## src/shared/timer_pwm_defs.vh

```
// Register offsets, field positions and reset values of the 8-bit timer.
`ifndef TIMER_PWM_DEFS_VH
`define TIMER_PWM_DEFS_VH
// =========================================================
// Register byte addresses (word aligned)
`define OFS_CTRL_A 6'h00
`define OFS_COUNT 6'h04
`define OFS_COMPARE 6'h08
`define OFS_ASYNC 6'h0c
`define OFS_IRQ_MASK 6'h10
`define OFS_IRQ_FLAG 6'h14
`define OFS_GEN_CTRL 6'h18
// =========================================================
// Control A fields
`define CTRL_FORCE_BIT 7
`define CTRL_WAVE_HI_BIT 6
`define CTRL_WAVE_LO_BIT 3
`define CTRL_ACTION_HI 5
`define CTRL_ACTION_LO 4
`define CTRL_CLKSEL_HI 2
`define CTRL_CLKSEL_LO 0
// Async status fields
`define ASYNC_EXT_EN_BIT 4
`define ASYNC_SEL_BIT 3
`define ASYNC_BUSY_COUNT_BIT 2
`define ASYNC_BUSY_CMP_BIT 1
`define ASYNC_BUSY_CTRL_BIT 0
// Interrupt mask and flag fields
`define IRQ_COMPARE_BIT 1
`define IRQ_OVERFLOW_BIT 0
// General control fields
`define GEN_HOLD_BIT 7
`define GEN_PRESCALE_CLR_BIT 1
// =========================================================
// Modes, reset value and counter limits
`define MODE_NORMAL 2'h0
`define MODE_PHASE 2'h1
`define MODE_CTC 2'h2
`define MODE_FAST 2'h3
`define REG_RESET 8'h00
`define COUNT_MAX 8'hff
`define COUNT_BOTTOM 8'h00
`define PRESCALE_W 10
`endif

```

## src/osc_edge_sync.v

```verilog
// Two-stage synchroniser for the oscillator pin with rising-edge pulse.
`default_nettype none
module osc_edge_sync (
  input wire clk,
  input wire nrst,
  input wire pin_in,
  output reg rise_pulse
);
  // =========================================================
  // Synchroniser
  reg sync1_reg;
  reg sync2_reg;
  reg sync3_reg;

  // Only the second and third stages feed the edge detector, keeping the first clean.
  always @(posedge clk) begin
    if (!nrst) begin
      sync1_reg <= 1'b0;
      sync2_reg <= 1'b0;
      sync3_reg <= 1'b0;
      rise_pulse <= 1'b0;
    end else begin
      sync1_reg <= pin_in;
      sync2_reg <= sync1_reg;
      sync3_reg <= sync2_reg;
      rise_pulse <= sync2_reg & ~sync3_reg;
    end
  end
endmodule // osc_edge_sync
`default_nettype wire

```

## src/async_timer_pwm_8bit.v

```verilog
// Main body of the 8-bit timer with compare channel, PWM and async clocking.
//
// Chosen here: the register addresses and the Avalon-MM interface to the registers.
`default_nettype none
`include "timer_pwm_defs.vh"
module async_timer_pwm_8bit (
  input wire clk,
  input wire nrst,
  input wire [5:0] avs_address,
  input wire avs_read,
  input wire avs_write,
  input wire [31:0] avs_writedata,
  input wire [3:0] avs_byteenable,
  output reg [31:0] avs_readdata,
  output wire avs_waitrequest,
  input wire osc_in_pin,
  input wire global_irq_en,
  input wire compare_vector_ack,
  input wire overflow_vector_ack,
  input wire pin_dir,
  input wire port_data,
  output wire compare_irq,
  output wire overflow_irq,
  output wire pin_out,
  output wire pin_oe,
  output wire crystal_osc_en
);
  // =========================================================
  // Registers
  reg [7:0] ctrl_reg;
  reg [7:0] ctrl_tmp_reg;
  reg [7:0] count_reg;
  reg [7:0] count_tmp_reg;
  reg [7:0] compare_reg;
  reg [7:0] compare_tmp_reg;
  reg [4:3] async_cfg_reg;
  reg [2:0] busy_reg;
  reg [1:0] edge_cnt_reg [0:2];
  reg [1:0] irq_en_reg;
  reg [1:0] flag_reg;
  reg hold_reg;
  reg prescale_clr_reg;
  reg [`PRESCALE_W-1:0] prescale_reg;
  reg [`PRESCALE_W-1:0] prescale_prev_reg;
  reg out_reg;
  reg down_reg;
  reg block_reg;
  reg ack_reg;
  wire osc_rise;

  // =========================================================
  // Oscillator input, synchronised before any use.
  osc_edge_sync u_osc_sync (
    .clk(clk),
    .nrst(nrst),
    .pin_in(osc_in_pin),
    .rise_pulse(osc_rise)
  );

  // Source clock tick: every clk, or each oscillator rising edge.
  wire async_mode = async_cfg_reg[`ASYNC_SEL_BIT];
  wire src_tick = async_mode ? osc_rise : 1'b1;
  // The crystal runs only without the external clock input.
  assign crystal_osc_en = async_mode & ~async_cfg_reg[`ASYNC_EXT_EN_BIT];

  // Two-cycle Avalon slave: one wait cycle, then acknowledge.
  wire req = avs_read | avs_write;
  assign avs_waitrequest = req & ~ack_reg;
  wire wr_go = avs_write & ack_reg & avs_byteenable[0];
  wire [7:0] wd = avs_writedata[7:0];
  wire wr_ctrl = wr_go & (avs_address == `OFS_CTRL_A);
  wire wr_count = wr_go & (avs_address == `OFS_COUNT);
  wire wr_cmp = wr_go & (avs_address == `OFS_COMPARE);

  // =========================================================
  // Mode decode and prescaler taps.
  wire [1:0] mode = {ctrl_reg[`CTRL_WAVE_HI_BIT], ctrl_reg[`CTRL_WAVE_LO_BIT]};
  wire [1:0] action = ctrl_reg[`CTRL_ACTION_HI:`CTRL_ACTION_LO];
  wire [2:0] csel = ctrl_reg[`CTRL_CLKSEL_HI:`CTRL_CLKSEL_LO];
  wire pwm_mode = (mode == `MODE_PHASE) | (mode == `MODE_FAST);
  wire [7:0] top = (mode == `MODE_CTC) ? compare_reg : `COUNT_MAX;
  // A falling edge of a tap bit marks the end of a divided period.
  wire [`PRESCALE_W-1:0] tap_fall = prescale_prev_reg & ~prescale_reg;
  reg tick_sel;

  // Taps 2,4,5,6,7,9 give divide by 8,32,64,128,256,1024.
  always @* begin
    case (csel)
      3'h0: tick_sel = 1'b0;
      3'h1: tick_sel = src_tick;
      3'h2: tick_sel = tap_fall[2];
      3'h3: tick_sel = tap_fall[4];
      3'h4: tick_sel = tap_fall[5];
      3'h5: tick_sel = tap_fall[6];
      3'h6: tick_sel = tap_fall[7];
      default: tick_sel = tap_fall[9];
    endcase
  end
  wire timer_tick = tick_sel;

  // Compare match, blocked for one timer tick after a count write.
  wire match_raw = (count_reg == compare_reg);
  wire match = timer_tick & match_raw & ~block_reg;
  wire at_top = count_reg == top;
  // Compare at TOP with upper action bit moves the action to BOTTOM or TOP.
  wire top_special = pwm_mode & action[1] & (compare_reg == `COUNT_MAX);
  // The strobe obeys the mode and action written with it, so one write can select and force.
  wire force_go = wr_ctrl & wd[`CTRL_FORCE_BIT] & ~wd[`CTRL_WAVE_LO_BIT];
  wire [1:0] fire_action = force_go ? wd[`CTRL_ACTION_HI:`CTRL_ACTION_LO] : action;

  // =========================================================
  // Output waveform next state.
  reg out_next;
  always @* begin
    out_next = out_reg;
    if (force_go | (match & ~pwm_mode)) begin
      case (fire_action)
        2'h1: out_next = ~out_reg;
        2'h2: out_next = 1'b0;
        2'h3: out_next = 1'b1;
        default: out_next = out_reg;
      endcase
    end else if (timer_tick & action[1] & (mode == `MODE_FAST)) begin
      if (match & ~top_special) begin
        out_next = action[0];
      end else if (at_top) begin
        out_next = ~action[0];
      end
    end else if (timer_tick & action[1] & (mode == `MODE_PHASE)) begin
      if (top_special & at_top) begin
        out_next = down_reg ? ~action[0] : action[0];
      end else if (match & ~top_special) begin
        out_next = down_reg ? ~action[0] : action[0];
      end
    end
  end

  // Pin override by the waveform when any action bit is set.
  assign pin_out = (action != 2'h0) ? out_reg : port_data;
  assign pin_oe = pin_dir;

  // Interrupt requests gated by enable and global bit.
  assign compare_irq = global_irq_en & irq_en_reg[`IRQ_COMPARE_BIT] & flag_reg[1];
  assign overflow_irq = global_irq_en & irq_en_reg[`IRQ_OVERFLOW_BIT] & flag_reg[0];

  // =========================================================
  // Counter, flags and waveform.
  wire count_load = async_mode ? (busy_reg[2] & osc_rise & (edge_cnt_reg[2] == 2'h1)) : wr_count;
  wire [7:0] count_load_val = async_mode ? count_tmp_reg : wd;
  wire ovf_event = timer_tick & ((mode == `MODE_PHASE) ?
    (down_reg & (count_reg == 8'h01)) : (count_reg == `COUNT_MAX));
  wire cmp_event = match; // Force strobe never reaches here.
  wire flag_clr_wr = wr_go & (avs_address == `OFS_IRQ_FLAG);

  always @(posedge clk) begin
    if (!nrst) begin
      count_reg <= `REG_RESET;
      down_reg <= 1'b0;
      out_reg <= 1'b0;
      block_reg <= 1'b0;
      flag_reg <= 2'h0;
    end else begin
      out_reg <= out_next;
      if (count_load) begin
        count_reg <= count_load_val;
        block_reg <= 1'b1;
      end else if (timer_tick) begin
        block_reg <= 1'b0;
        if (mode == `MODE_PHASE) begin
          if (!down_reg && at_top) begin
            down_reg <= 1'b1;
            count_reg <= count_reg - 8'h01;
          end else if (down_reg && count_reg == 8'h01) begin
            down_reg <= 1'b0;
            count_reg <= `COUNT_BOTTOM;
          end else begin
            count_reg <= down_reg ? count_reg - 8'h01 : count_reg + 8'h01;
          end
        end else if (mode == `MODE_CTC && match) begin
          count_reg <= `COUNT_BOTTOM;
        end else begin
          down_reg <= 1'b0;
          count_reg <= at_top ? `COUNT_BOTTOM : count_reg + 8'h01;
        end
      end
      // Set beats clear on the same cycle.
      flag_reg[1] <= cmp_event |
        (flag_reg[1] & ~(compare_vector_ack | (flag_clr_wr & wd[1])));
      flag_reg[0] <= ovf_event |
        (flag_reg[0] & ~(overflow_vector_ack | (flag_clr_wr & wd[0])));
    end
  end

  // =========================================================
  // Compare buffer: immediate in normal and CTC, at TOP in both PWM modes.
  wire cmp_src_ready = async_mode ? (busy_reg[1] ? 1'b0 : 1'b1) : 1'b1;
  wire cmp_update = (mode == `MODE_NORMAL) | (mode == `MODE_CTC) |
    (timer_tick & (mode == `MODE_PHASE) & at_top & ~down_reg) |
    (timer_tick & (mode == `MODE_FAST) & at_top);

  always @(posedge clk) begin
    if (!nrst) begin
      compare_reg <= `REG_RESET;
      ctrl_reg <= `REG_RESET;
    end else begin
      if (cmp_src_ready & cmp_update) begin
        compare_reg <= compare_tmp_reg;
      end
      if (async_mode ? (busy_reg[0] & osc_rise & (edge_cnt_reg[0] == 2'h1)) : wr_ctrl) begin
        ctrl_reg <= {1'b0, async_mode ? ctrl_tmp_reg[6:0] : wd[6:0]};
      end
    end
  end

  // =========================================================
  // Temporary registers and busy flags, one per target, independent.
  wire [2:0] wr_vec = {wr_count, wr_cmp, wr_ctrl};
  genvar gi;
  generate
    for (gi = 0; gi < 3; gi = gi + 1) begin : g_busy
      // Busy holds until the second oscillator rise after the write.
      always @(posedge clk) begin
        if (!nrst) begin
          busy_reg[gi] <= 1'b0;
          edge_cnt_reg[gi] <= 2'h0;
        end else if (wr_vec[gi] & async_mode) begin
          busy_reg[gi] <= 1'b1;
          edge_cnt_reg[gi] <= 2'h0;
        end else if (busy_reg[gi] & osc_rise) begin
          if (edge_cnt_reg[gi] == 2'h1) begin
            busy_reg[gi] <= 1'b0;
          end
          edge_cnt_reg[gi] <= edge_cnt_reg[gi] + 2'h1;
        end
      end
    end
  endgenerate

  // Temporaries also mirror synchronous writes so control and compare reads always see them; count reads return count_reg.
  always @(posedge clk) begin
    if (!nrst) begin
      ctrl_tmp_reg <= `REG_RESET;
      count_tmp_reg <= `REG_RESET;
      compare_tmp_reg <= `REG_RESET;
    end else begin
      if (wr_ctrl) begin
        ctrl_tmp_reg <= {1'b0, wd[6:0]};
      end
      if (wr_count) begin
        count_tmp_reg <= wd;
      end
      if (wr_cmp) begin
        compare_tmp_reg <= wd;
      end
    end
  end

  // =========================================================
  // Prescaler, cleared on request; request lingers in async mode.
  always @(posedge clk) begin
    if (!nrst) begin
      prescale_reg <= {`PRESCALE_W{1'b0}};
      prescale_prev_reg <= {`PRESCALE_W{1'b0}};
      prescale_clr_reg <= 1'b0;
      hold_reg <= 1'b0;
    end else begin
      prescale_prev_reg <= prescale_reg;
      if (prescale_clr_reg) begin
        prescale_reg <= {`PRESCALE_W{1'b0}};
        prescale_prev_reg <= {`PRESCALE_W{1'b0}};
      end else if (src_tick) begin
        prescale_reg <= prescale_reg + {{(`PRESCALE_W-1){1'b0}}, 1'b1};
      end
      if (wr_go & (avs_address == `OFS_GEN_CTRL)) begin
        hold_reg <= wd[`GEN_HOLD_BIT];
        prescale_clr_reg <= wd[`GEN_PRESCALE_CLR_BIT] | prescale_clr_reg;
      end else if (prescale_clr_reg & ~hold_reg & (~async_mode | osc_rise)) begin
        prescale_clr_reg <= 1'b0;
      end
    end
  end

  // =========================================================
  // Bus handshake and remaining software registers.
  always @(posedge clk) begin
    if (!nrst) begin
      ack_reg <= 1'b0;
      irq_en_reg <= 2'h0;
      async_cfg_reg <= 2'h0;
    end else begin
      ack_reg <= req & ~ack_reg;
      if (wr_go & (avs_address == `OFS_IRQ_MASK)) begin
        irq_en_reg <= wd[1:0];
      end
      if (wr_go & (avs_address == `OFS_ASYNC)) begin
        async_cfg_reg <= wd[4:3];
      end
    end
  end

  // Read data registered in the wait cycle, ready on the acknowledge cycle; unmapped reads zero.
  always @(posedge clk) begin
    if (!nrst) begin
      avs_readdata <= 32'h00000000;
    end else if (avs_read & ~ack_reg) begin
      case (avs_address)
        `OFS_CTRL_A: avs_readdata <= {24'h000000, 1'b0, ctrl_tmp_reg[6:0]};
        `OFS_COUNT: avs_readdata <= {24'h000000, count_reg};
        `OFS_COMPARE: avs_readdata <= {24'h000000, compare_tmp_reg};
        `OFS_ASYNC: avs_readdata <= {24'h000000, 3'h0, async_cfg_reg, busy_reg};
        `OFS_IRQ_MASK: avs_readdata <= {24'h000000, 6'h00, irq_en_reg};
        `OFS_IRQ_FLAG: avs_readdata <= {24'h000000, 6'h00, flag_reg};
        `OFS_GEN_CTRL: avs_readdata <= {24'h000000, hold_reg, 5'h00, prescale_clr_reg, 1'b0};
        default: avs_readdata <= 32'h00000000;
      endcase
    end
  end
endmodule // async_timer_pwm_8bit
`default_nettype wire

```

## config.mk

```make
export PLATFORM = sky130hd
export DESIGN_NAME = async_timer_pwm_8bit
export DESIGN_NICKNAME = d
export VERILOG_FILES = /design/src/osc_edge_sync.v /design/src/async_timer_pwm_8bit.v
export VERILOG_INCLUDE_DIRS = /design/src /design/src/shared
export SDC_FILE = /design/constraint.sdc
export NUM_CORES = 1
export LEC_CHECK = 0
export ABC_AREA = 1
export BUFFER_PORTS_ARGS = -buffer_cell sky130_fd_sc_hd__buf_2
export CAP_MARGIN = 20
export CORE_MARGIN = 5
export CORE_UTILIZATION = 51
export CTS_CLUSTER_SIZE = 24
export DETAILED_ROUTE_END_ITERATION = 6
export PLACE_DENSITY = 0.76
export SYNTH_ARGS = -nofsm -noshare
export SYNTH_HDL_FRONTEND = slang
export SYNTH_HIERARCHICAL = 1
export SYNTH_SLANG_ARGS = --single-unit
```

## constraint.sdc

```tcl
create_clock -name clk -period 2 [get_ports clk]
set_input_delay 0.4 -clock clk [delete_from_list [all_inputs] [get_ports clk]]
set_output_delay 0.4 -clock clk [all_outputs]
set_load 0.03 [all_outputs]
```

==> impl_results.md <==
- Arrival time at the worst endpoint: 1.45 ns
- Die area: 12,480 um2
- Rows: 37
- IO Port Bufs: 36
- Final Hold Fails: 0
- GR Util All Layers: 21.36%
- Initial core utilization: 51.58%
- Final hold slack: 0.2310 ns
- Post-Synthesis Cell Area: 5278 um2
- Met1 wire length: 6.007 mm
- Crit-path slowest cell: dfxtp_1
- Slew headroom: 66.34%
- XOR/XNOR Fraction of Synth Area: 1.162%
- Minimum clock period: 1.852 ns
- Worst-margin pin slew: 0.5036 ns
- Drt initial violations: 434
- Final Non-Filler Cells: 1,023
- Max incr delay on CP: 0.36 ns
- Worst-Skew Late Latency: 0.36 ns
- Critical Path Start Type: flop
- First-pass GRT wire length: 22.20 mm
- Post-synth cell types: 40
- Worst Path Buf+Inv: 3
- Pleak: 2.803 nW
- Core ar.: 10,230 um2
- Total power draw: 3.525 mW
- Die X: 111.7 um
- Final RePlAce weighted congestion: 0.9201
- Status: finished clean
- WL per Instance: 13.32 um
- WL met3: 1.016 mm
- Post-DP HPWL: 10.36 mm
- TritonRoute pass-1 iters: 5
- Ant diodes: 0
- Layout area overhead: 16.69%
- Clk sinks: 95
- Setup Crit Path Kind: flop to output pin
- Routed Antenna Nets: 0
- Clock buffer depth: 2
- WP data required: 1.60 ns
- CTS clk-pin slew, worst paths: 0.09 ns
- Max VDD drop: 0.3628 mV
- Synth area leader: dfxtp_1
- Die Height: 111.7 um
- WL met2: 6.309 mm
- Top post-synthesis cells by area: dfxtp_1 34%, nand2_1 12%, nor2_1 7.0%
- CTS tree: done
- Hold crit path type: input port to flop
- Largest family of logic cells by synthesized area: simple AND/OR/NAND/NOR gates
- Sequential fraction of the synthesis area: 37.17%
- Largest fanout on the critical path: 16
- Mux contribution to synthesized area: 0%
- Antenna violations before repair: 0
- Slew Viols, Final: 0
- Number of top-level design ports: 90
- Placed instance count: 1,004
- Worst path top cell family by delay: buffers and inverters
- Max reg flops: 10
- Fin util: 60.19%
- Post-Synth Adder-Cell Area: 1.897%
- CTS HTree Levels: 3
- Seq cells post-synth: 95
- Vias/cell: 5.163
- Filler cell count: 997
- CP cell instances: buf_4 > clkinv_1 > nor2_1 > buf_2
- Yosys top cell area share: 33.76%
- Most frequent cells in the layout: 175 x nand2_1, 97 x inv_1, 96 x nor2_1
- Fraction of layout cells with a size suffix above 1: 17.93%
- Max Freq: 0.5400 GHz
- Cells after synthesis: 792
- Root Buffer: clkbuf_8
- Vias in the first global route: 4,657
- Final setup violation count: 0
- Final setup skew: 0.01529 ns
- Fin crit share: 92.59%
- Vias: 5,282
- Commonest non-fill, non-tap cell in the layout: nand2_1
- Routed WL: 13.63 mm
- Top Metal Used: met4
- Pwr dens: 572.4 nW/um2
- DRC violations left: 0
- Post-Synth Simple-Gate Area: 28.95%
- Worst Setup End Kind: output pin
- Remaining Overflow, GRT: 0
- Max Cap Violations: 0
- Compound-Gate Fraction of Synth Area: 17.50%
- Syn Area/Cell: 6.664 um2
- CTS buffer count: 9
- Synthesis Warnings: 6
- Layout net count: 942
- Pin count of the biggest net entering global routing: 42
## tightest hold or removal path: cells and delay by family
| kind | cells | cell delay, ns |
|---|---|---|
| AND/OR/NAND/NOR | 1 | 0.04 |
| buffers and inverters | 2 | 0.11 |
## kinds of logic (layout without fill, tap and decap cells)
group / count (synthesis) / after routing
buf+inv: 153 / 225
compound gates: 170 / 170
fa+ha+maj: 8 / 8
xor+xnor: 7 / 7
other cells: 1 / 24
flops: 95 / 95
simple gates: 358 / 358
## stage by stage
stage | setup slack, ns | TNS, ns | area (um2)
global route | -0.006222 | -0.006222 | 6158
floorplan | 0.0005620 | 0 | 5368
finish | 0.1483 | 0 | 6158
CTS | 0.03467 | 0 | 6112
global placement | -0.2247 | -0.2247 | 5898
detailed placement | -0.2457 | -0.2457 | 5898
## cell type report
| cell class | instances | area, um2 | share of cell area, % |
|---|---|---|---|
| Multi-Input combinational cell | 567 | 2724 | 44.23 |
| Timing Repair Buffer | 100 | 673.1 | 10.93 |
| Sequential cell | 95 | 1976 | 32.08 |
| Clock buffer | 11 | 141.4 | 2.296 |
| Clock inverter | 5 | 65.06 | 1.056 |
| Inverter | 109 | 409.1 | 6.644 |
| Tap cell | 136 | 170.2 | 2.763 |
## path summary, 6_finish.rpt
kind                                      startpoint  slack (ns)                     to  cells past startpoint
worst min-delay path                      osc_in_pin        0.23   u_osc_sync/sync1_reg                      3
worst max-delay path                async_cfg_reg[3]        0.15         crystal_osc_en                      4
worst min register to register  u_osc_sync/sync3_reg        0.40  u_osc_sync/rise_pulse                      1
worst max register to register          count_reg[2]        0.15           count_reg[3]                     14
## synth_stat cells, drive strengths merged
| master | instances |
|---|---|
| ha | 8 |
| clkinv | 2 |
| conb | 1 |
| xor2 | 7 |
| o2111ai | 3 |
| nor3 | 11 |
| a22oi | 2 |
| buf | 32 |
| inv | 107 |
| nor4 | 1 |
| o21ai | 77 |
| nand3 | 41 |
| nand4 | 11 |
| nand2 | 183 |
| or2 | 2 |
| o21bai | 1 |
| a21oi | 72 |
| edfxtp | 6 |
| dfxtp | 89 |
| nor2 | 104 |
| nand3b | 5 |
| o22ai | 2 |
| o211ai | 3 |
| clkbuf | 12 |
| a31oi | 8 |
| o211a | 1 |
| a221oi | 1 |
## layer usage
metal | vias to the layer above | track usage [%]
met2 | 193 | 34.73
li1 | 2692 | -
met4 | 0 | 6.083
met5 | - | 0
met3 | 25 | 3.967
met1 | 2372 | 29.06
## where the power goes
part	leakage (nW)	internal (mW)	total, mW	switching, mW
Clock	0.106	0.628	1.33	0.703
Combinational	1.91	0.0732	0.261	0.188
Sequential	0.784	1.92	1.93	0.0103
## timing repair
item / 4_1_cts / 5_1_grt
buffers inserted: 1 / 2
pin swaps: 1 / 3
resized for setup: 0 / 14
hold endpoints to repair: 0 / 0
setup endpoints to repair: 1 / 17
hold buffers: 0 / 0
Note: power is estimated with default switching activity, not from simulation.
